### src/rtl/dsr_pkg.sv
// constants and types shared by the deserializer output controller
package dsr_pkg;
  localparam int DATA_BITS = 10;
  localparam int FRAME_BITS = 12;
  localparam int FRAME_CNT_W = 4;
  localparam logic [FRAME_CNT_W-1:0] FRAME_LAST = 4'hB;
  localparam logic [FRAME_CNT_W-1:0] RCLK_HALF = 4'h6;
  localparam int LOSS_WORDS = 4;
  localparam logic [2:0] LOSS_LIMIT = 3'h4;
  localparam logic [2:0] ACQ_GOOD_DEFAULT = 3'h2;
  localparam int WORD_CLK_MHZ = 40;
  localparam int LINK_MBPS = 400;
  localparam int BITS_PER_WORD = LINK_MBPS / WORD_CLK_MHZ;
  localparam int BUF_DEPTH = 2;
  localparam logic [DATA_BITS-1:0] DATA_RST = 10'h000;

  typedef enum logic [1:0] {ST_OFF, ST_HUNT, ST_CHECK, ST_LOCKED} dsr_state_t;

  typedef struct packed {
    logic [DATA_BITS-1:0] data;
    logic data_oe;
    logic rclk;
    logic rclk_oe;
    logic lock_n;
    logic lock_oe;
  } dsr_pins_t;
endpackage : dsr_pkg

### src/rtl/dsr_deser_ctrl.sv
// deserializer: frame alignment, lock tracking, recovered clock and pin gating
// Behaviour
// strobe select high: word captured on recovered clock rising edge, low: falling
// power down stops recovery and floats data, lock and recovered clock
// lock indicator low once locked to embedded clock, high otherwise
// output enable low floats data and recovered clock; lock stays driven
// while unlocked, data and recovered clock float
// recovered clock toggles only while locked, one period per word
// each word delivered as ten parallel bits
// link carries ten bits per word clock: 400 Mbps at 40 MHz
// lock acquired from sync patterns or from arbitrary framed data
// far end guarantees a transition every word via clock bits
// system supplies a running local reference clock
// lock lost only after four consecutive bad words
// lock indicator may be fed back to far end sync request
// frame is high clock bit, ten data bits, low clock bit
`timescale 1ns/1ps
module dsr_deser_ctrl #(
  parameter logic [2:0] ACQ_GOOD = dsr_pkg::ACQ_GOOD_DEFAULT,
  parameter int BUF_WORDS = dsr_pkg::BUF_DEPTH
) (
  input wire logic i_clk,
  input wire logic i_rstn,
  input wire logic i_ce,
  input wire logic i_local_ref_clk,
  input wire logic i_serial_in_pos,
  input wire logic i_serial_in_neg,
  input wire logic i_power_down_n,
  input wire logic i_output_enable_n,
  input wire logic i_strobe_edge_select,
  input wire logic i_rx_ready,
  output dsr_pkg::dsr_pins_t o_pins,
  output logic o_ref_seen,
  output logic o_buf_ready,
  output logic o_word_dropped
);
  import dsr_pkg::*;

  typedef struct packed {
    dsr_state_t state;
    logic [FRAME_BITS-1:0] shift;
    logic [FRAME_CNT_W-1:0] bit_cnt;
    logic [2:0] good_cnt;
    logic [2:0] bad_cnt;
    logic push;
    logic [DATA_BITS-1:0] push_data;
    logic [FRAME_CNT_W-1:0] pres_cnt;
    logic [DATA_BITS-1:0] word;
    logic ref_q;
    logic ref_seen;
    logic buf_ready;
    logic dropped;
    dsr_pins_t pins;
  } dsrc_st_t;

  dsrc_st_t st_ff;
  dsrc_st_t nxt_st;
  logic ser_bit;
  logic buf_in_ready;
  logic buf_out_valid;
  logic [DATA_BITS-1:0] buf_out_data;
  logic pop;
  logic flush;

  function automatic logic frame_ok(input logic [FRAME_BITS-1:0] f);
    frame_ok = f[FRAME_BITS-1] & ~f[0];
  endfunction : frame_ok

  function automatic logic [FRAME_CNT_W-1:0] cnt_inc(input logic [FRAME_CNT_W-1:0] c);
    cnt_inc = (c == FRAME_LAST) ? '0 : c + 1'b1;
  endfunction : cnt_inc

  dsr_bit_sampler u_sampler (
    .i_clk(i_clk),
    .i_rstn(i_rstn),
    .i_ce(i_ce),
    .i_pos(i_serial_in_pos),
    .i_neg(i_serial_in_neg),
    .o_bit(ser_bit)
  );

  dsr_word_buf #(
    .WIDTH(DATA_BITS),
    .DEPTH(BUF_WORDS)
  ) u_buf (
    .i_clk(i_clk),
    .i_rstn(i_rstn),
    .i_ce(i_ce),
    .i_flush(flush),
    .i_in_valid(st_ff.push),
    .i_in_data(st_ff.push_data),
    .o_in_ready(buf_in_ready),
    .o_out_valid(buf_out_valid),
    .o_out_data(buf_out_data),
    .i_out_ready(pop)
  );

  // a new word is presented at the start of a recovered clock period when i_rx_ready is high and a word is buffered
  assign pop = (st_ff.state == ST_LOCKED) && (st_ff.pres_cnt == FRAME_LAST) && i_rx_ready;
  assign flush = (st_ff.state != ST_LOCKED);

  always_comb begin
    logic [FRAME_BITS-1:0] sh;
    logic locked;
    logic rclk_hi;
    sh = '0;
    locked = 1'b0;
    rclk_hi = 1'b0;
    nxt_st = st_ff;
    if (i_ce) begin
      nxt_st.push = 1'b0;
      // besides words flushed or not pushed when lock is lost, a word is lost only when the buffer refuses the push now on its input
      nxt_st.dropped = st_ff.push & ~buf_in_ready;
      nxt_st.ref_q = i_local_ref_clk;
      nxt_st.ref_seen = st_ff.ref_q ^ i_local_ref_clk;
      sh = {st_ff.shift[FRAME_BITS-2:0], ser_bit};
      nxt_st.shift = sh;
      nxt_st.bit_cnt = cnt_inc(st_ff.bit_cnt);
      unique case (st_ff.state)
        ST_OFF: begin
          nxt_st.state = ST_HUNT;
          nxt_st.good_cnt = '0;
          nxt_st.bad_cnt = '0;
        end
        ST_HUNT: begin
          // random lock: any bit position showing a framed word is tried
          if (frame_ok(sh)) begin
            nxt_st.state = ST_CHECK;
            nxt_st.bit_cnt = '0;
            nxt_st.good_cnt = 3'h1;
          end
        end
        ST_CHECK: begin
          if (st_ff.bit_cnt == FRAME_LAST) begin
            if (!frame_ok(sh)) begin
              nxt_st.state = ST_HUNT;
            end else if (st_ff.good_cnt + 3'h1 >= ACQ_GOOD) begin
              nxt_st.state = ST_LOCKED;
              nxt_st.bad_cnt = '0;
              nxt_st.pres_cnt = '0;
            end else begin
              nxt_st.good_cnt = st_ff.good_cnt + 3'h1;
            end
          end
        end
        ST_LOCKED: begin
          if (st_ff.bit_cnt == FRAME_LAST) begin
            // words seen before loss is declared are still pushed to the buffer
            nxt_st.push = 1'b1;
            nxt_st.push_data = sh[FRAME_BITS-2:1];
            if (frame_ok(sh)) begin
              nxt_st.bad_cnt = '0;
            end else if (st_ff.bad_cnt + 3'h1 == LOSS_LIMIT) begin
              nxt_st.state = ST_HUNT;
              nxt_st.push = 1'b0;
            end else begin
              nxt_st.bad_cnt = st_ff.bad_cnt + 3'h1;
            end
          end
        end
      endcase
      nxt_st.pres_cnt = (st_ff.state == ST_LOCKED) ? cnt_inc(st_ff.pres_cnt) : '0;
      if (pop) begin
        nxt_st.word = buf_out_valid ? buf_out_data : st_ff.word;
      end
      nxt_st.buf_ready = buf_in_ready;
      // power down holds the recovery logic idle
      if (!i_power_down_n) begin
        nxt_st.state = ST_OFF;
        nxt_st.push = 1'b0;
        nxt_st.pres_cnt = '0;
      end
      locked = (nxt_st.state == ST_LOCKED);
      rclk_hi = (nxt_st.pres_cnt >= RCLK_HALF);
      nxt_st.pins.data = nxt_st.word;
      nxt_st.pins.lock_n = ~locked;
      nxt_st.pins.lock_oe = i_power_down_n;
      // output enable low floats the data and clock pins
      nxt_st.pins.data_oe = i_power_down_n & i_output_enable_n & locked;
      nxt_st.pins.rclk_oe = i_power_down_n & i_output_enable_n & locked;
      // word changes at count 0; the chosen strobe edge lands mid word
      nxt_st.pins.rclk = locked & (rclk_hi ^ ~i_strobe_edge_select);
    end
  end

  always_ff @(posedge i_clk or negedge i_rstn) begin
    if (!i_rstn) begin
      st_ff <= '0;
      st_ff.state <= ST_OFF;
      st_ff.pins.lock_n <= 1'b1;
    end else begin
      st_ff <= nxt_st;
    end
  end

  assign o_pins = st_ff.pins;
  assign o_ref_seen = st_ff.ref_seen;
  assign o_buf_ready = st_ff.buf_ready;
  assign o_word_dropped = st_ff.dropped;
endmodule : dsr_deser_ctrl

### src/rtl/dsr_bit_sampler.sv
// differential line sampler: one serial bit per clock
`timescale 1ns/1ps
module dsr_bit_sampler (
  input wire logic i_clk,
  input wire logic i_rstn,
  input wire logic i_ce,
  input wire logic i_pos,
  input wire logic i_neg,
  output logic o_bit
);
  import dsr_pkg::*;

  typedef struct packed {
    logic bit_val;
  } dsrs_st_t;

  dsrs_st_t st_ff;
  dsrs_st_t nxt_st;

  always_comb begin
    nxt_st = st_ff;
    if (i_ce) begin
      nxt_st.bit_val = i_pos & ~i_neg;
    end
  end

  always_ff @(posedge i_clk or negedge i_rstn) begin
    if (!i_rstn) begin
      st_ff <= '0;
    end else begin
      st_ff <= nxt_st;
    end
  end

  assign o_bit = st_ff.bit_val;
endmodule : dsr_bit_sampler

### src/rtl/dsr_word_buf.sv
// small word buffer with valid/ready on both sides, registered read data
`timescale 1ns/1ps
module dsr_word_buf #(
  parameter int WIDTH = 10,
  parameter int DEPTH = 2
) (
  input wire logic i_clk,
  input wire logic i_rstn,
  input wire logic i_ce,
  input wire logic i_flush,
  input wire logic i_in_valid,
  input wire logic [WIDTH-1:0] i_in_data,
  output logic o_in_ready,
  output logic o_out_valid,
  output logic [WIDTH-1:0] o_out_data,
  input wire logic i_out_ready
);
  import dsr_pkg::*;

  localparam int AW = (DEPTH > 1) ? $clog2(DEPTH) : 1;
  localparam logic [AW:0] DEPTH_C = (AW+1)'(DEPTH);
  localparam logic [AW-1:0] LAST_C = AW'(DEPTH - 1);

  typedef struct packed {
    logic [DEPTH-1:0][WIDTH-1:0] mem;
    logic [AW-1:0] wr;
    logic [AW-1:0] rd;
    logic [AW:0] cnt;
    logic [WIDTH-1:0] rdata;
    logic rvalid;
  } dsrb_st_t;

  dsrb_st_t st_ff;
  dsrb_st_t nxt_st;

  function automatic logic [AW-1:0] ptr_inc(input logic [AW-1:0] p);
    ptr_inc = (p == LAST_C) ? '0 : p + 1'b1;
  endfunction : ptr_inc

  always_comb begin
    logic push;
    logic pop;
    logic load;
    push = 1'b0;
    pop = 1'b0;
    load = 1'b0;
    nxt_st = st_ff;
    if (i_ce) begin
      // output register refills from memory when empty or being drained
      load = (st_ff.cnt != '0) && (!st_ff.rvalid || i_out_ready);
      push = i_in_valid && (st_ff.cnt != DEPTH_C);
      pop = load;
      if (st_ff.rvalid && i_out_ready) begin
        nxt_st.rvalid = 1'b0;
      end
      if (load) begin
        nxt_st.rdata = st_ff.mem[st_ff.rd];
        nxt_st.rvalid = 1'b1;
        nxt_st.rd = ptr_inc(st_ff.rd);
      end
      if (push) begin
        nxt_st.mem[st_ff.wr] = i_in_data;
        nxt_st.wr = ptr_inc(st_ff.wr);
      end
      nxt_st.cnt = st_ff.cnt + (AW+1)'(push) - (AW+1)'(pop);
      if (i_flush) begin
        nxt_st.wr = '0;
        nxt_st.rd = '0;
        nxt_st.cnt = '0;
        nxt_st.rvalid = 1'b0;
      end
    end
  end

  always_ff @(posedge i_clk or negedge i_rstn) begin
    if (!i_rstn) begin
      st_ff <= '0;
    end else begin
      st_ff <= nxt_st;
    end
  end

  assign o_in_ready = (st_ff.cnt != DEPTH_C);
  assign o_out_valid = st_ff.rvalid;
  assign o_out_data = st_ff.rdata;
endmodule : dsr_word_buf

### config.mk
export PLATFORM = sky130hd
export DESIGN_NAME = dsr_deser_ctrl
export DESIGN_NICKNAME = d
export VERILOG_FILES = /design/src/rtl/dsr_pkg.sv /design/src/rtl/dsr_deser_ctrl.sv /design/src/rtl/dsr_bit_sampler.sv /design/src/rtl/dsr_word_buf.sv
export SDC_FILE = /design/constraint.sdc
export NUM_CORES = 1
export LEC_CHECK = 0
export BUFFER_PORTS_ARGS = -buffer_cell sky130_fd_sc_hd__buf_4
export CAP_MARGIN = 20
export CORE_ASPECT_RATIO = 0.9
export CORE_MARGIN = 8
export CORE_UTILIZATION = 50
export DETAILED_ROUTE_END_ITERATION = 8
export GPL_ROUTABILITY_DRIVEN = 1
export PLACE_DENSITY = 0.68
export SETUP_SLACK_MARGIN = 0.5
export SLEW_MARGIN = 20
export SYNTH_ARGS = -nofsm -noshare
export SYNTH_HDL_FRONTEND = slang
export SYNTH_SLANG_ARGS = --single-unit
### constraint.sdc
create_clock -name i_clk -period 2.3 [get_ports i_clk]
set_input_delay 0.115 -clock i_clk [delete_from_list [all_inputs] [get_ports i_clk]]
set_output_delay 0.115 -clock i_clk [all_outputs]
set_load 0.05 [all_outputs]
# [Word level (Yosys, flattened, before mapping)]
# Cells that the tools add are included.
[totals] reg_bits=92 elab_cells=136 inputBits=10 output_inout_bits=18
[op_classes] n_addsub=8 reduce_logical=24 n_eq_ne=16 n_mux=45 bitwise_logic=13 order_cmp=5
[ops] cell="2-to-1 mux 10 bit" count=5
[ops] cell="2-to-1 mux 4 bit" count=7
[ops] cell="bitwise mux 20 bit" count=1
[ops] cell="2-to-1 mux 2 bit" count=9
[ops] cell="one-hot mux 3 bit (3 select lines)" count=2
[ops] cell="2-to-1 mux 14 bit" count=1
[ops] cell="inequality test 2 bit (second input constant)" count=7
[ops] cell="2-to-1 mux 3 bit" count=4
[ops] cell="2-to-1 mux 6 bit" count=2
[ops] cell="2-to-1 mux 11 bit" count=1
[ops] cell="demux 10 bit (select 1 bit)" count=1
[ops] cell="2-to-1 mux 1 bit" count=10
[ops] cell="AND reduction 2 bit" count=5
[ops] cell="nonzero test 3 bit" count=3
[ops] cell="adder 4 x 1 -> 4 bit (second input constant)" count=2
[ops] cell="== test 4 bit (second input constant)" count=2
[ops] cell="one-hot mux 2 bit (4 select lines)" count=1
[ops] cell="2-to-1 mux 7 bit" count=1
[ops] cell="AND reduction 7 bit" count=1
[ops] cell="adder 3 x 1 -> 3 bit (second input constant)" count=2
[ops] cell="AND 1 bit" count=6
[ops] cell="== test 2 bit (second input constant)" count=3
[ops] cell="logical AND 1 bit" count=6
[ops] cell="AND reduction 3 bit" count=2
[ops] cell="18 further kinds" count=27

# [Logic depth before layout (Yosys ltp)]
[depth] ltp_word=10 mapped_depth=12 mapped_depth_nobuf=11

# [By module]
# From an unflattened synthesis, not the netlist that was laid out.
[hier_totals] cells_unflattened=357 hier_area_um2=4505.6
[by_module_without_submodules] module="dsr_deser_ctrl" cells_each=233 n_inst=1 area_each_um2=2743.9
[by_module_without_submodules] module="dsr_word_buf" cells_each=120 n_inst=1 area_each_um2=1720.4
[by_module_without_submodules] module="dsr_bit_sampler" cells_each=4 n_inst=1 area_each_um2=41.3

# [Least setup slack after synthesis]
# Ideal clock, no wire load.
[synth_path] kind="register to register" from="register st_ff[66] in the netlist's numbering" to="register u_buf.st_ff[12] in the netlist's numbering" arrival_ps=1919 path_stages_with_launch=13 period_less_slack_ps=2041 setup_time_ps=122 n_path_buf=1 slack_ps=259 cell_sequence="dfrtp_1 ha_1 buf_6 nand2_1 o21a_2 nor2_1 ha_1 inv_1 ha_1 xnor2_1 nor3_1 a21oi_1 o2bb2ai_1"
[synth_via] elab_chain_len=7 elab_cells_between_ends=8 classes_between="add/sub: 1; eq/ne: 2; mux: 1; reduce/logical: 4"
[synth_lines] item="start: declaration" line="dsr_deser_ctrl.sv:56" text="dsrc_st_t st_ff;"
[synth_lines] item="start signal: assignment" line="dsr_deser_ctrl.sv:192" text="st_ff <= nxt_st;"
[synth_lines] item="== test 2 bit" line="dsr_deser_ctrl.sv:99" text="assign pop = (st_ff.state == ST_LOCKED) && (st_ff.pres_cnt == FRAME_LAST) && i_rx_ready;"
[synth_lines] item="logical AND 1 bit (2 in a row)" line="dsr_deser_ctrl.sv:99"
[synth_lines] item="logical OR 1 bit" line="dsr_word_buf.sv:50" text="load = (st_ff.cnt != '0) && (!st_ff.rvalid || i_out_ready);"
[synth_lines] item="logical AND 1 bit" line="dsr_word_buf.sv:50"
[synth_lines] item="subtractor 2 x 1 -> 2 bit" line="dsr_word_buf.sv:65" text="nxt_st.cnt = st_ff.cnt + (AW+1)'(push) - (AW+1)'(pop);"
[synth_lines] item="2-to-1 mux 4 bit (*)" line="dsr_word_buf.sv:66" text="if (i_flush) begin"
[synth_lines] item="end signal: assignment" line="dsr_word_buf.sv:79" text="st_ff <= nxt_st;"
[synth_lines] item="end: declaration" line="dsr_word_buf.sv:33" text="dsrb_st_t st_ff;"
# Every way passes the cells marked *; elsewhere a longest branch is shown, timed or not.
# A chain may end at the register's enable or synchronous reset.

# [Worst setup path after layout]
[layout_path] from="register st_ff[30] in the netlist's numbering" to="register u_buf.st_ff[12] in the netlist's numbering"
[layout_via] elab_chain_len=7
[layout_lines] item="== test 4 bit" line="dsr_deser_ctrl.sv:99"
[layout_lines] item="logical AND 1 bit (2 in a row)" line="dsr_deser_ctrl.sv:99"
[layout_lines] item="logical OR 1 bit" line="dsr_word_buf.sv:50"
[layout_lines] item="logical AND 1 bit" line="dsr_word_buf.sv:50"
[layout_lines] item="subtractor 2 x 1 -> 2 bit" line="dsr_word_buf.sv:65"
[layout_lines] item="2-to-1 mux 4 bit" line="dsr_word_buf.sv:66"
# Every way passes these cells.

==> flow_summary.json <==
{
  "status": "completed",
  "die_h_microns": 104.2,
  "vias": 2773,
  "grt-ovfl-total": 0,
  "grt_pass1_vias": 2864,
  "max-vdd-ir-drop_mv": 0.4140,
  "portBuffers": 27,
  "n_antenna_cell": 0,
  "root_buffer": "clkbuf_8",
  "layout_setup_ws_ns": 0.4033,
  "synthesis.area_sq_mm": 0.004320,
  "hold_class": "in -> reg",
  "dp_slack_ns": 0.2224,
  "clock_latency_ns": 0.36,
  "rsz0062_at_grt": "true",
  "critical_path_class": "reg -> reg",
  "clk_path_buf_depth": 2,
  "viasPerCell": 5.364,
  "syn_avg_cell_area_sq_um": 12.10,
  "layout-drive-gt1-share": 0.4221,
  "cellLeakagePower_nw": 2.433,
  "layout_worst_path_cycle_share": 0.8246,
  "reg2reg_from": "st_ff[30]",
  "detail_route.iter0.violations": 91,
  "yosysTopAreaCellShare": 0.5271,
  "track_usage": 0.1419,
  "period_minus_slack_ns": 1.897,
  "p_clk_frac": 0.312,
  "setup_violations": 0,
  "tightest_slew_ns": 0.6382,
  "combPwrFrac": 0.163,
  "core_sq_mm": 0.008488,
  "globalplace.congestion": 0.8181,
  "dominantRegCellSynth": "dfrtp_1",
  "fmax_mhz": 527.2,
  "ys_seq_elements": 92,
  "routed_wl_mm": 7.974,
  "finish.utilization": 0.6082,
  "antenna_found_initial": 0,
  "min_from": "i_power_down_n",
  "clk_pin_slew_ns": 0.10,
  "total_power_mw": 3.566,
  "hold_viol_final": 0,
  "maxSlewHeadroom": 0.5745,
  "arrival_ns": 2.14,
  "drt_drc_violations_left": 0,
  "finalSetupTns_ns": 0,
  "synthTopCellsByArea": "dfrtp_1 53%, mux2_2 14%, ha_1 3.8%",
  "wl_per_cell_microns": 15.42,
  "htree_num_levels": 3,
  "die_width_microns": 114.0,
  "top_layer_used": "met4",
  "crit_family": "adder cells",
  "cp.buffers_inverters": 1,
  "mostFrequentLayoutCells": "90 x dfrtp_1, 52 x mux2_2, 46 x buf_4",
  "cp_slowest_cell": "dfrtp_1",
  "finalClockSkew_ns": 0.01167,
  "synth_edf_count": 0,
  "dr.pass1.iters": 4,
  "p_sw_mw": 1.020,
  "p_seq_frac": 0.524,
  "seq_area_frac_synth": 0.5332,
  "ant_nets": 0,
  "sw_frac_of_total": 0.2861,
  "critPathCaptureType": "flip-flop",
  "rows": 32,
  "synthDistinctLibCells": 49,
  "async_reset_ff_frac": 1.000,
  "dp_hpwl_mm": 4.984,
  "instances_no_fill": 517,
  "met2_length_mm": 3.664,
  "cts_tree": "done",
  "area_growth_pct": 19.49,
  "die_area_sq_mm": 0.01188,
  "max_stage_delay_ns": 0.41,
  "synthesis.nets": 380,
  "wirelength_met1_mm": 3.787,
  "syn_inst": 357,
  "cp_max_fo": 2,
  "path_common_cell": "ha_4",
  "synth_top_area_cell": "dfrtp_1",
  "final_common_cell": "dfrtp_1",
  "grt_max_degree": 93,
  "fin_nets": 416,
  "yosysWarnings": 0,
  "slew_viol_final": 0,
  "worstPathCellList": "ha_4, nand3b_4, o21a_4, nor2_4, ha_4, inv_2, ha_4, xnor2_2, nor3_2, a21oi_1, o2bb2ai_1",
  "cap_violations": 0,
  "grt_pass1_wl_mm": 13.71,
  "start_util": 0.5090,
  "cts_buffers": 9,
  "required_ns": 2.54,
  "p_per_area_mw_per_mm2": 690.8,
  "io_pins": 28,
  "startpoint": "st_ff[30]",
  "dp_cells": 480,
  "met3RoutedLength_microns": 355,
  "p_int_mw": 2.546,
  "cts.sinks": 92,
  "start_kind": "flip-flop"
}
power groups by stage:
stage / combinational (mW) / clock, mW / sequential, mW
4_1_cts: 0.504 / 1.17 / 1.86
6_report: 0.583 / 1.11 / 1.87
2_1_floorplan: 0.329 / 0 / 1.87
3_5_place_dp: 0.453 / 0 / 1.90
3_3_place_gp: 0.443 / 0 / 1.89
5_1_grt: 0.643 / 1.22 / 1.89
tightest hold or removal path, stage by stage:
cell and delay, ns:
buf_4 0.14, nand2_1 0.06, o2bb2ai_1 0.05
registers in the layout (all words and copies together) (netlist names):
| signal | count |
|---|---|
| u_sampler.o_bit | 1 |
| o_buf_ready | 1 |
| u_buf.st_ff | 24 |
| o_pins | 14 |
| o_word_dropped | 1 |
| st_ff | 39 |
| u_buf.o_out_valid | 1 |
| u_buf.o_out_data | 10 |
| o_ref_seen | 1 |
logic make-up (layout without fill, tap and decap cells):
group	Yosys count	after routing	share of synthesized area
AO/OA/AOI/OAI	69	69	0.1098
XOR/XNOR	6	6	0.01217
adder cells (fa/ha/maj)	13	13	0.03765
buffers and inverters	44	85	0.05821
flip-flops	92	92	0.5332
multiplexers	64	64	0.1633
AND/OR/NAND/NOR	69	69	0.08572
what timing repair did:
action / CTS / global route
buffers inserted: 11 / 5
gates resized for setup: 25 / 19
endpoints found under the setup margin: 33 / 52
pin swaps: 13 / 13
hold endpoints to repair: 94 / 0
gates cloned: 0 / 0
hold buffers: 5 / 0
Yosys cell counts, types with 2 or more instances:
master	number
a31oi_1	6
a31o_2	2
buf_2	2
o22ai_1	3
buf_6	3
buf_1	3
xnor2_1	3
buf_4	15
o2bb2ai_1	6
o21ai_2	11
a211oi_1	2
nand2b_1	4
mux2i_1	12
ha_1	13
nand2_1	24
inv_1	16
clkbuf_1	4
a21oi_1	12
dfrtp_1	91
nand3b_1	2
mux2_2	52
xor2_1	3
o21ai_0	15
and2_1	2
a32o_1	2
nand3_1	12
nor2b_1	5
nor3_1	3
a22o_1	2
nor2_1	8
worst paths after layout:
check                                 endpoint  slack [ns]  cells after the start
min in group asynchronous            st_ff[47]        0.30                      3
max in group asynchronous            st_ff[67]        1.55                      3
hold / removal                       st_ff[43]        0.04                      3
setup reg to reg               u_buf.st_ff[12]        0.40                     11
hold reg to reg            u_buf.o_out_data[8]        0.48                      2
setup / recovery               u_buf.st_ff[12]        0.40                     11
stage by stage:
stage | hold WS (ns) | area, sq um
floorplan | -0.1806 | 4339
global placement | 0.1968 | 4549
detailed placement | 0.1978 | 4549
CTS | 0.02925 | 5026
global route | 0.06162 | 5162
finish | 0.04466 | 5162
per-layer routing:
metal / track usage / up-vias
li1: - / 1321
met1: 0.1901 / 1371
met2: 0.2136 / 62
met3: 0.03656 / 19
met4: 0.05698 / 0
met5: 0 / -
area by class of cell:
type | instances | area, sq um
fill | 673 | 3326
sequential | 92 | 2305
multi-input combinational | 221 | 2014
timing repair buffer | 53 | 426.7
tap | 119 | 148.9
clock buffer | 9 | 123.9
clock inverter | 7 | 81.33
inverter | 16 | 62.56
Note: power is estimated with default switching activity, not from simulation.
